$ cat config.mk
export PLATFORM = sky130hd
export DESIGN_NAME = lsr_router
export DESIGN_NICKNAME = d
export VERILOG_FILES = /design/src/include/lsr_pkg.sv /design/src/design/lsr_din_sync.sv /design/src/design/lsr_level_chan.sv /design/src/design/lsr_router.sv
export SDC_FILE = /design/constraint.sdc
export NUM_CORES = 2
export LEC_CHECK = 0
export ABC_AREA = 1
export BUFFER_PORTS_ARGS = -buffer_cell sky130_fd_sc_hd__buf_2
export CORE_AREA = 2 2 371 373
export CTS_BUF_LIST = sky130_fd_sc_hd__clkbuf_8
export CTS_CLUSTER_DIAMETER = 30
export DETAILED_ROUTE_END_ITERATION = 7
export DIE_AREA = 0 0 373 375
export PLACE_DENSITY = 0.61
export SYNTH_ARGS = -nofsm -noshare
export SYNTH_HDL_FRONTEND = slang
export SYNTH_SLANG_ARGS = --single-unit
$ cat constraint.sdc
create_clock -name clk_sys -period 3.1 [get_ports clk_sys]
set_clock_uncertainty 0.15 [all_clocks]
set_input_delay 0.155 -clock clk_sys [delete_from_list [all_inputs] [get_ports clk_sys]]
set_output_delay 0.155 -clock clk_sys [all_outputs]
set_load 0.1 [all_outputs]
$ cat src/include/lsr_pkg.sv
// constants for the level, setpoint and digital i/o router
package lsr_pkg;
	localparam int N_CH     = 4;
	localparam int WEIGHT_W = 32;
	localparam int SRC_W    = 3;
	localparam int DIN_W    = 3;
	localparam int DOUT_W   = 4;

	// supervised signal selection, shared by level and setpoint channels
	localparam logic [SRC_W-1:0] SRC_UNUSED    = 3'h0;
	localparam logic [SRC_W-1:0] SRC_NET       = 3'h1;
	localparam logic [SRC_W-1:0] SRC_GROSS     = 3'h2;
	localparam logic [SRC_W-1:0] SRC_DISP      = 3'h3;
	localparam logic [SRC_W-1:0] SRC_ABS_NET   = 3'h4;
	localparam logic [SRC_W-1:0] SRC_ABS_GROSS = 3'h5;
	localparam logic [SRC_W-1:0] SRC_ABS_DISP  = 3'h6;

	// digital input use
	localparam logic [DIN_W-1:0] DIN_UNUSED  = 3'h0;
	localparam logic [DIN_W-1:0] DIN_TARE    = 3'h1;
	localparam logic [DIN_W-1:0] DIN_TOGGLE  = 3'h2;
	localparam logic [DIN_W-1:0] DIN_GROSS   = 3'h3;
	localparam logic [DIN_W-1:0] DIN_NET     = 3'h4;
	localparam logic [DIN_W-1:0] DIN_ZERO    = 3'h5;
	localparam logic [DIN_W-1:0] DIN_WEIGHT  = 3'h6;
	localparam logic [DIN_W-1:0] DIN_PRINT   = 3'h7;

	// digital output source
	localparam logic [DOUT_W-1:0] DOUT_UNUSED  = 4'h0;
	localparam logic [DOUT_W-1:0] DOUT_REMOTE  = 4'h1;
	localparam logic [DOUT_W-1:0] DOUT_PROCESS = 4'h2;
	localparam logic [DOUT_W-1:0] DOUT_LEVEL1  = 4'h3;
	localparam logic [DOUT_W-1:0] DOUT_SETPT1  = 4'h7;
	localparam logic [DOUT_W-1:0] DOUT_NETMODE = 4'hb;
	localparam logic [DOUT_W-1:0] DOUT_GOODZERO = 4'hc;
	localparam logic [DOUT_W-1:0] DOUT_STABLE  = 4'hd;

	// weights and hysteresis are in hundredths of a measurement unit
	localparam int HYST_SCALE   = 100;
	localparam int HYST_LIMIT   = 999999;
	localparam logic signed [WEIGHT_W-1:0] HYST_MAX     = 32'sh05f5_e09c;
	localparam logic signed [WEIGHT_W-1:0] HYST_DEFAULT = 32'sh0000_0014;
	localparam logic [SRC_W-1:0]  LEVEL_SRC_DEFAULT = 3'h0;
	localparam logic               LEVEL_BELOW_DEFAULT = 1'h0;
	localparam logic [DOUT_W-1:0] DOUT_SRC_DEFAULT  = 4'h1;

	localparam int SYNC_STAGES = 3;
endpackage : lsr_pkg

$ cat src/design/lsr_din_sync.sv
// pin synchroniser with agreement filter and rising edge pulse
`timescale 1ns/1ns
module lsr_din_sync
(
	input  wire logic clk_sys,
	input  wire logic rst_n,
	input  wire logic pin,
	output logic      level_r,
	output logic      rise_r
);
	logic s1_r;
	logic s2_r;
	logic s3_r;

	always_ff @(posedge clk_sys or negedge rst_n)
	begin
		if (!rst_n)
		begin
			s1_r <= 1'b0;
			s2_r <= 1'b0;
			s3_r <= 1'b0;
		end
		else
		begin
			s1_r <= pin;
			s2_r <= s1_r;
			s3_r <= s2_r;
		end
	end

	// a change counts only once stages two and three agree
	always_ff @(posedge clk_sys or negedge rst_n)
	begin
		if (!rst_n)
		begin
			level_r <= 1'b0;
			rise_r  <= 1'b0;
		end
		else
		begin
			rise_r <= 1'b0;
			if (s2_r == s3_r)
			begin
				level_r <= s3_r;
				rise_r  <= s3_r & ~level_r;
			end
		end
	end
endmodule : lsr_din_sync

$ cat src/design/lsr_level_chan.sv
// one supervision channel: threshold compare with hysteresis band
`timescale 1ns/1ns
module lsr_level_chan
#(
	parameter int VW = 33
)
(
	input  wire logic                 clk_sys,
	input  wire logic                 rst_n,
	input  wire logic                 sample_en,
	input  wire logic                 chan_en,
	input  wire logic                 below,
	input  wire logic signed [VW-1:0] value,
	input  wire logic signed [VW-1:0] level,
	input  wire logic signed [VW-1:0] hyst,
	output logic                      active_r
);
	localparam int TW = VW + 1;

	logic signed [TW-1:0] hi;
	logic signed [TW-1:0] lo;
	logic signed [TW-1:0] val_x;
	logic                 over_r;
	logic                 over_nxt;
	logic                 seen_r;

	// band above the level for positive hysteresis, below it for negative
	always_comb
	begin
		val_x = TW'(value);
		hi    = TW'(level) + ((hyst > 0) ? TW'(hyst) : '0);
		lo    = TW'(level) + ((hyst < 0) ? TW'(hyst) : '0);
		over_nxt = over_r;
		if (val_x > hi)
			over_nxt = 1'b1;
		else if (val_x < lo)
			over_nxt = 1'b0;
	end

	always_ff @(posedge clk_sys or negedge rst_n)
	begin
		if (!rst_n)
		begin
			over_r <= 1'b0;
			seen_r <= 1'b0;
		end
		else if (!chan_en)
		begin
			over_r <= 1'b0;
			seen_r <= 1'b0;
		end
		else if (sample_en)
		begin
			over_r <= over_nxt;
			seen_r <= 1'b1;
		end
	end

	// no output before the first sample, so below-polarity does not fire early
	always_ff @(posedge clk_sys or negedge rst_n)
	begin
		if (!rst_n)
			active_r <= 1'b0;
		else
			active_r <= chan_en & seen_r & (below ? ~over_r : over_r);
	end
endmodule : lsr_level_chan

$ cat src/design/lsr_router.sv
// level supervision, setpoints and digital input/output routing
// Functional notes
// Four level channels, each with own source, polarity and hysteresis.
// Unused level source holds every output assigned to it inactive.
// Level compares net, gross or displayed weight; default source unused.
// Absolute level source compares the magnitude of the chosen weight.
// Above polarity, the default: active while signal exceeds switch level.
// Below polarity: active while signal is lower than switch level.
// Positive hysteresis puts band above the level, negative below.
// Hysteresis is signed, magnitude up to 999999 units, default 0.2.
// Four setpoint channels on net, gross or displayed weight, signed or absolute.
// Unused setpoint source, the default, holds its outputs inactive.
// Absolute setpoint source evaluates the magnitude of the chosen weight.
// Inputs may issue tare, zero or print; unassigned inputs are ignored.
// Inputs may toggle gross/net, force gross, force net or weight mode.
// Remote output source, the default, follows the network-written value.
// Outputs may follow any level channel or any setpoint channel.
// Outputs may follow in-process, net mode, good zero or stable weight.
// Output with unused source stays permanently inactive.
// Comparisons re-evaluate each new sample; state holds inside the band.
// Command inputs fire once per synchronised rising edge, not while held.
`timescale 1ns/1ns
module lsr_router
#(
	parameter int N  = lsr_pkg::N_CH,
	parameter int W  = lsr_pkg::WEIGHT_W
)
(
	input  wire logic                              clk_sys,
	input  wire logic                              rst_n,
	input  wire logic                              sample_valid,
	input  wire logic signed [W-1:0]               net_weight,
	input  wire logic signed [W-1:0]               gross_weight,
	input  wire logic signed [W-1:0]               disp_weight,
	input  wire logic [N*lsr_pkg::SRC_W-1:0]       level_src,
	input  wire logic [N-1:0]                      level_below,
	input  wire logic [N*W-1:0]                    level_value,
	input  wire logic [N*W-1:0]                    level_hyst,
	input  wire logic [N*lsr_pkg::SRC_W-1:0]       setpt_src,
	input  wire logic [N*W-1:0]                    setpt_value,
	input  wire logic [N*lsr_pkg::DIN_W-1:0]       din_use,
	input  wire logic [N-1:0]                      din_pin,
	input  wire logic [N*lsr_pkg::DOUT_W-1:0]      dout_src,
	input  wire logic [N-1:0]                      remote_out,
	input  wire logic                              stat_in_process,
	input  wire logic                              stat_net_mode,
	input  wire logic                              stat_good_zero,
	input  wire logic                              stat_stable,
	output logic [N-1:0]                           dout_r,
	output logic [N-1:0]                           level_state_r,
	output logic [N-1:0]                           setpt_state_r,
	output logic [N-1:0]                           din_level_r,
	output logic                                   cmd_tare_r,
	output logic                                   cmd_zero_r,
	output logic                                   cmd_print_r,
	output logic                                   cmd_toggle_gn_r,
	output logic                                   cmd_gross_r,
	output logic                                   cmd_net_r,
	output logic                                   cmd_weight_mode_r
);
	localparam int VW = W + 1;

	// signed or magnitude view of one weight, one bit wider so abs never wraps
	function automatic logic signed [VW-1:0] sel_value
	(
		input logic [lsr_pkg::SRC_W-1:0] src,
		input logic signed [W-1:0]       nw,
		input logic signed [W-1:0]       gw,
		input logic signed [W-1:0]       dw
	);
		logic signed [VW-1:0] v;
		v = '0;
		unique case (src)
			lsr_pkg::SRC_NET:       v = VW'(nw);
			lsr_pkg::SRC_GROSS:     v = VW'(gw);
			lsr_pkg::SRC_DISP:      v = VW'(dw);
			lsr_pkg::SRC_ABS_NET:   v = (nw < 0) ? -VW'(nw) : VW'(nw);
			lsr_pkg::SRC_ABS_GROSS: v = (gw < 0) ? -VW'(gw) : VW'(gw);
			lsr_pkg::SRC_ABS_DISP:  v = (dw < 0) ? -VW'(dw) : VW'(dw);
			default:                v = '0;
		endcase
		return v;
	endfunction : sel_value

	// out-of-range settings are clipped rather than wrapped
	function automatic logic signed [W-1:0] clamp_hyst
	(
		input logic signed [W-1:0] h
	);
		logic signed [W-1:0] r;
		r = h;
		if (h > lsr_pkg::HYST_MAX)
			r = lsr_pkg::HYST_MAX;
		else if (h < -lsr_pkg::HYST_MAX)
			r = -lsr_pkg::HYST_MAX;
		return r;
	endfunction : clamp_hyst

	function automatic logic src_used
	(
		input logic [lsr_pkg::SRC_W-1:0] src
	);
		return (src != lsr_pkg::SRC_UNUSED) && (src <= lsr_pkg::SRC_ABS_DISP);
	endfunction : src_used

	logic                 sample_d_r;
	logic signed [W-1:0]  net_r;
	logic signed [W-1:0]  gross_r;
	logic signed [W-1:0]  disp_r;
	logic [N-1:0]         level_act;
	logic [N-1:0]         setpt_act;
	logic [N-1:0]         din_rise;
	logic [N-1:0]         din_lvl;

	// weights captured with the sample so channels see one consistent set
	always_ff @(posedge clk_sys or negedge rst_n)
	begin
		if (!rst_n)
		begin
			sample_d_r <= 1'b0;
			net_r      <= '0;
			gross_r    <= '0;
			disp_r     <= '0;
		end
		else
		begin
			sample_d_r <= sample_valid;
			if (sample_valid)
			begin
				net_r   <= net_weight;
				gross_r <= gross_weight;
				disp_r  <= disp_weight;
			end
		end
	end

	genvar g;
	generate
		for (g = 0; g < N; g++)
		begin : g_chan
			logic [lsr_pkg::SRC_W-1:0] lsrc;
			logic [lsr_pkg::SRC_W-1:0] ssrc;
			logic signed [VW-1:0]      lval;
			logic signed [VW-1:0]      sval;
			logic signed [VW-1:0]      lthr;
			logic signed [VW-1:0]      sthr;
			logic signed [VW-1:0]      lhys;

			assign lsrc = level_src[g*lsr_pkg::SRC_W +: lsr_pkg::SRC_W];
			assign ssrc = setpt_src[g*lsr_pkg::SRC_W +: lsr_pkg::SRC_W];
			assign lval = sel_value(lsrc, net_r, gross_r, disp_r);
			assign sval = sel_value(ssrc, net_r, gross_r, disp_r);
			assign lthr = VW'($signed(level_value[g*W +: W]));
			assign sthr = VW'($signed(setpt_value[g*W +: W]));
			assign lhys = VW'(clamp_hyst($signed(level_hyst[g*W +: W])));

			lsr_level_chan #(.VW(VW)) u_level
			(
				.clk_sys   (clk_sys),
				.rst_n     (rst_n),
				.sample_en (sample_d_r),
				.chan_en   (src_used(lsrc)),
				.below     (level_below[g]),
				.value     (lval),
				.level     (lthr),
				.hyst      (lhys),
				.active_r  (level_act[g])
			);

			// setpoint: plain above-threshold compare with no band
			lsr_level_chan #(.VW(VW)) u_setpt
			(
				.clk_sys   (clk_sys),
				.rst_n     (rst_n),
				.sample_en (sample_d_r),
				.chan_en   (src_used(ssrc)),
				.below     (1'b0),
				.value     (sval),
				.level     (sthr),
				.hyst      ('0),
				.active_r  (setpt_act[g])
			);

			lsr_din_sync u_din
			(
				.clk_sys (clk_sys),
				.rst_n   (rst_n),
				.pin     (din_pin[g]),
				.level_r (din_lvl[g]),
				.rise_r  (din_rise[g])
			);
		end
	endgenerate

	always_ff @(posedge clk_sys or negedge rst_n)
	begin
		if (!rst_n)
		begin
			level_state_r <= '0;
			setpt_state_r <= '0;
			din_level_r   <= '0;
		end
		else
		begin
			level_state_r <= level_act;
			setpt_state_r <= setpt_act;
			din_level_r   <= din_lvl;
		end
	end

	// command decode: a rising edge on any input assigned to a command fires it
	logic [7:0] cmd_hit;

	always_comb
	begin
		cmd_hit = '0;
		for (int i = 0; i < N; i++)
		begin
			if (din_rise[i])
				cmd_hit[din_use[i*lsr_pkg::DIN_W +: lsr_pkg::DIN_W]] = 1'b1;
		end
	end

	always_ff @(posedge clk_sys or negedge rst_n)
	begin
		if (!rst_n)
		begin
			cmd_tare_r        <= 1'b0;
			cmd_zero_r        <= 1'b0;
			cmd_print_r       <= 1'b0;
			cmd_toggle_gn_r   <= 1'b0;
			cmd_gross_r       <= 1'b0;
			cmd_net_r         <= 1'b0;
			cmd_weight_mode_r <= 1'b0;
		end
		else
		begin
			// unused inputs land on bit zero, which nothing reads
			cmd_tare_r        <= cmd_hit[lsr_pkg::DIN_TARE];
			cmd_zero_r        <= cmd_hit[lsr_pkg::DIN_ZERO];
			cmd_print_r       <= cmd_hit[lsr_pkg::DIN_PRINT];
			cmd_toggle_gn_r   <= cmd_hit[lsr_pkg::DIN_TOGGLE];
			cmd_gross_r       <= cmd_hit[lsr_pkg::DIN_GROSS];
			cmd_net_r         <= cmd_hit[lsr_pkg::DIN_NET];
			cmd_weight_mode_r <= cmd_hit[lsr_pkg::DIN_WEIGHT];
		end
	end

	// output routing
	logic [N-1:0] dout_nxt;

	always_comb
	begin
		logic [lsr_pkg::DOUT_W-1:0] s;
		s = '0;
		dout_nxt = '0;
		for (int i = 0; i < N; i++)
		begin
			s = dout_src[i*lsr_pkg::DOUT_W +: lsr_pkg::DOUT_W];
			if (s == lsr_pkg::DOUT_REMOTE)
				dout_nxt[i] = remote_out[i];
			else if (s == lsr_pkg::DOUT_PROCESS)
				dout_nxt[i] = stat_in_process;
			else if (s >= lsr_pkg::DOUT_LEVEL1 && s < lsr_pkg::DOUT_SETPT1)
				dout_nxt[i] = level_act[2'(s - lsr_pkg::DOUT_LEVEL1)];
			else if (s >= lsr_pkg::DOUT_SETPT1 && s < lsr_pkg::DOUT_NETMODE)
				dout_nxt[i] = setpt_act[2'(s - lsr_pkg::DOUT_SETPT1)];
			else if (s == lsr_pkg::DOUT_NETMODE)
				dout_nxt[i] = stat_net_mode;
			else if (s == lsr_pkg::DOUT_GOODZERO)
				dout_nxt[i] = stat_good_zero;
			else if (s == lsr_pkg::DOUT_STABLE)
				dout_nxt[i] = stat_stable;
			else
				dout_nxt[i] = 1'b0;
		end
	end

	always_ff @(posedge clk_sys or negedge rst_n)
	begin
		if (!rst_n)
			dout_r <= '0;
		else
			dout_r <= dout_nxt;
	end
endmodule : lsr_router

==> impl_metrics.yaml <==
status:
  status: "finished with violations"
  violations: "DRC, hold timing, setup timing"
cts:
  tritoncts: "built"
  clockBufferDepth: 2
  clock_latency_ns: 0.61
  clkTransAtPathRegs_ns: 0.15
  cts_inserted_buffers: 17
  htreeDepth: 4
  cts.sinks: 164
  clockRootBuffer: "clkbuf_8"
sta:
  hold_violations: 6
  slew_headroom_pct: 18.8
  slew_viol_final: 0
  worstMarginPinSlew_ns: 1.21
  timing.final.crit_share_pct: 166
  setup_ws_ns: -2.06
  fin_hold_ws_ns: -0.0139
  tns_ns: -11.90
  setup_viol: 8
  grt_setup_unrepaired: "true"
  finalCriticalPeriod_ns: 5.16
  fmax_ghz: 0.194
route:
  num_vias: 74879
  drtAntennaViolNets: 0
  m1WireLength_um: 132000
  met2_length_um: 138000
  drt_pass1_iterations: 8
  routedWlPerCell_um: 25.8
  routed.top_layer: "met5"
  drt_iter0_drc: 7910
  vias_per_cell: 5.67
  drc: 1
  wl_um: 341000
  wl_met3_um: 37100
placement:
  post_dp_cell_area_mm2: 0.0731
  gp_congestion: 1.15
  dp.cells: 12829
  post-dp-hpwl_um: 285000
  portBuffers: 573
cells_and_area:
  final-instance-count-excl-fill: 13204
  final_cell_area_mm2: 0.0798
  nNetsFinal: 12611
  syn_to_final_growth_pct: 69.1
  drive_above_1_share_pct: 36.1
yosys:
  postSynthCellCount: 8050
  synth_warnings: 0
  synthFlopType: "dfrtp_1"
  ys_types: 61
  syn_area_per_cell_um2: 5.86
  synth_edf_count: 0
  ys_ff_latch: 164
  ys_seq_area_share_pct: 8.69
  synth_area_mm2: 0.0472
  synthArstFlopShare_pct: 100
die:
  core_area_mm2: 0.136
  rows: 136
  dieArea_mm2: 0.140
  io_pins: 574
  die-height_um: 375
  die_w_um: 373
  initial_core_util_pct: 34.6
global_routing:
  antenna_found_initial: 51
  overflow: 0
  grt_use_total_pct: 46.1
  grt_pass1_wl_um: 476000
  grt_pass1_vias: 71497
  grt_start_max_net_pins: 93
power:
  switching_share_pct: 53.3
  switchingPower_uw: 12900
  power-per-cell-area_mw_per_mm2: 304
  combPwrFrac_pct: 82.1
  total_power_uw: 24300
  p_seq_share_pct: 10.6
  ir_drop_v: 0.000333
  pwr-share-clk_pct: 7.3
  p_leak_uw: 0.0413
  intPower_uw: 11300
worst_setup_path:
  cpMostUsedCell: "nand2_1"
  start_kind: "input pin"
  worst_ep_arrival_time_ns: 5.53
  crit_end: "g_chan[0].u_level.over_r$_DFFE_PN0P_"
  cp_max_fo: 8
  r2r_cells: 25
  crit_buf_inv: 6
  path_depth: 41
  crit_slowest_cell: "ha_4"
  timing.rr.start: "disp_r[0]$_DFFE_PN0P_"
  cp.required_ns: 3.48
  critical_path_class: "input pin to flop"
  max_stage_delay_ns: 0.38
  cp-startpoint: "level_hyst[5]"
  endpoint_kind: "flop"
  r2r_slack_ns: -1.30
  r2r_end: "g_chan[3].u_level.over_r$_DFFE_PN0P_"
  crit_family: "simple AND/OR/NAND/NOR gates"
hold_path:
  hold_path.class: "input pin to async pin"
job:
  cap_violations: 0
[cell usage after synthesis (8+ instances only)]
| cell type | instances | area [um^2] |
|---|---|---|
| clkbuf_1 | 178 | 668 |
| nor2_1 | 891 | 3340 |
| a21boi_0 | 28 | 210 |
| ha_1 | 679 | 8500 |
| o21a_1 | 30 | 225 |
| nand3b_1 | 16 | 120 |
| a21oi_1 | 707 | 3540 |
| dfrtp_1 | 164 | 4100 |
| nand3_1 | 481 | 2410 |
| o211ai_1 | 27 | 203 |
| buf_1 | 18 | 67.6 |
| a2111oi_0 | 8 | 70.1 |
| o221ai_1 | 30 | 263 |
| o21bai_1 | 57 | 428 |
| xnor2_1 | 100 | 876 |
| clkinv_1 | 38 | 143 |
| or2_2 | 9 | 56.3 |
| nand2_1 | 1884 | 7070 |
| nor3_1 | 177 | 886 |
| o22ai_1 | 229 | 1430 |
| o21ai_0 | 424 | 2120 |
| inv_2 | 22 | 82.6 |
| o2111ai_1 | 64 | 561 |
| o221a_2 | 8 | 90.1 |
| a221oi_1 | 21 | 184 |
| nand4_1 | 273 | 1710 |
| nor4_1 | 40 | 250 |
| xor2_2 | 14 | 228 |
| xor2_1 | 201 | 1760 |
| inv_1 | 990 | 3720 |
| a22oi_1 | 10 | 75.1 |
| a31oi_1 | 31 | 194 |
| and3_1 | 9 | 56.3 |
| nor2_2 | 10 | 62.6 |
| a21o_1 | 38 | 285 |
| fa_1 | 8 | 160 |
| nor3_2 | 26 | 260 |
| buf_2 | 48 | 240 |
[state kept, by name, indices dropped and copies added (netlist names), 4 cells and up]
signal,count
level_state_r,4
setpt_state_r,4
g_chan.u_level.seen_r,4
g_chan.u_level.active_r,4
g_chan.u_din.s3_r,4
din_level_r,4
g_chan.u_din.level_r,4
g_chan.u_din.s1_r,4
disp_r,32
g_chan.u_din.rise_r,4
g_chan.u_setpt.over_r,4
dout_r,4
gross_r,32
g_chan.u_setpt.active_r,4
g_chan.u_level.over_r,4
g_chan.u_din.s2_r,4
net_r,32
g_chan.u_setpt.seen_r,4
[worst register-to-register path: stages (launching register included)]
cell and delay [ns]:
dfrtp_1 0.41, inv_2 0.09, buf_6 0.11, nand3_4 0.08, nor3_4 0.22, buf_6 0.18
buf_4 0.11, nand4_1 0.25, buf_4 0.31, buf_4 0.15, o21ai_0 0.59, buf_4 0.26
ha_1 0.15, nand2_1 0.07, nor2_1 0.17, nand3_1 0.11, nor2_1 0.15, buf_4 0.14
nand2_1 0.07, nor2_1 0.11, nand2_1 0.08, nand2_1 0.07, nand2_1 0.05, nand3_1 0.06
nand2_1 0.07, a21oi_2 0.13
[worst min-delay path by stage]
stage                             from                         to  slack (ns)  cells after the start
final                            rst_n      cmd_print_r$_DFF_PN0_       -0.01                      2
after CTS                 sample_valid    gross_r[15]$_DFFE_PN0P_     0.00009                      2
after floorplan                  rst_n      cmd_gross_r$_DFF_PN0_       -0.29                      0
after global placement           rst_n  cmd_toggle_gn_r$_DFF_PN0_        0.08                      1
after detailed placement         rst_n       cmd_tare_r$_DFF_PN0_        0.07                      1
after global routing             rst_n       cmd_tare_r$_DFF_PN0_        0.05                      2
[placed cells by master, fill, tap and decap left out, types with 119 or more instances in the layout]
| cell | count |
|---|---|
| dlygate4sd3_1 | 197 |
| nor3_1 | 119 |
| nor2_1 | 794 |
| a21oi_1 | 603 |
| buf_12 | 133 |
| dfrtp_1 | 157 |
| inv_1 | 962 |
| xor2_1 | 184 |
| buf_2 | 554 |
| nand2_1 | 1747 |
| nand3_1 | 434 |
| o22ai_1 | 229 |
| nand4_1 | 273 |
| o21ai_0 | 357 |
| ha_1 | 647 |
| buf_4 | 2598 |
[per-stage QoR]
stage / hold slack, ns / utilization (%) / setup WS [ns]
2_1_floorplan: -0.291 / - / -1.77
3_5_place_dp: 0.0739 / 53.6 / -2.90
6_report: -0.0139 / 58.6 / -2.06
4_1_cts: 0.0000929 / 56.6 / -1.89
3_3_place_gp: 0.0760 / 53.6 / -2.83
5_1_grt: 0.0539 / 58.5 / -2.34
[metal layers]
metal	track usage, %	vias up
li1	-	34116
met2	68.4	4371
met1	56.4	35199
met3	12.4	1131
met4	35.9	62
met5	0	-
[power groups by stage]
| stage | Combinational [uW] | Clock (uW) | Sequential, uW |
|---|---|---|---|
| 2_1_floorplan | 7360 | 0 | 2800 |
| 3_3_place_gp | 17400 | 0 | 2590 |
| 3_5_place_dp | 17700 | 0 | 2600 |
| 4_1_cts | 18400 | 1790 | 2560 |
| 5_1_grt | 21000 | 1840 | 2580 |
| 6_report | 19900 | 1770 | 2570 |
[area by class of cell]
type                    instances  area [um^2]
inverters                    1051         3990
well taps                    1794         2240
flip-flops and latches        164         4110
multi-input cells            6585        41200
clock buffers                  17          234
repair inverters                1         8.76
clock inverters                15          155
diodes                         24         60.1
fillers                     13198        56500
repair buffers               3553        27800
[what timing repair did]
action                                  CTS  global route
buffers inserted                         50            74
gates cloned                              4             3
endpoints found under the hold margin   287             0
resized for setup                       329           510
endpoints found under the setup margin    8             8
pin swaps                               159           314
hold buffers                            197             0
[cell families (layout without fill, tap and decap cells)]
| kind of cell | Yosys count | count (layout) | share of synthesized area, % |
|---|---|---|---|
| AND/OR/NAND/NOR | 3833 | 3833 | 34.7 |
| other | 1 | 28 | 0.00794 |
| flip-flops | 164 | 164 | 8.69 |
| buffers and inverters | 1304 | 4637 | 10.6 |
| AO/OA/AOI/OAI | 1741 | 1741 | 21.4 |
| adder cells (fa/ha/maj) | 691 | 691 | 18.4 |
| XOR/XNOR | 315 | 315 | 6.07 |
| multiplexers | 1 | 1 | 0.0239 |
No activity file was read; power rests on OpenSTA's default activity.
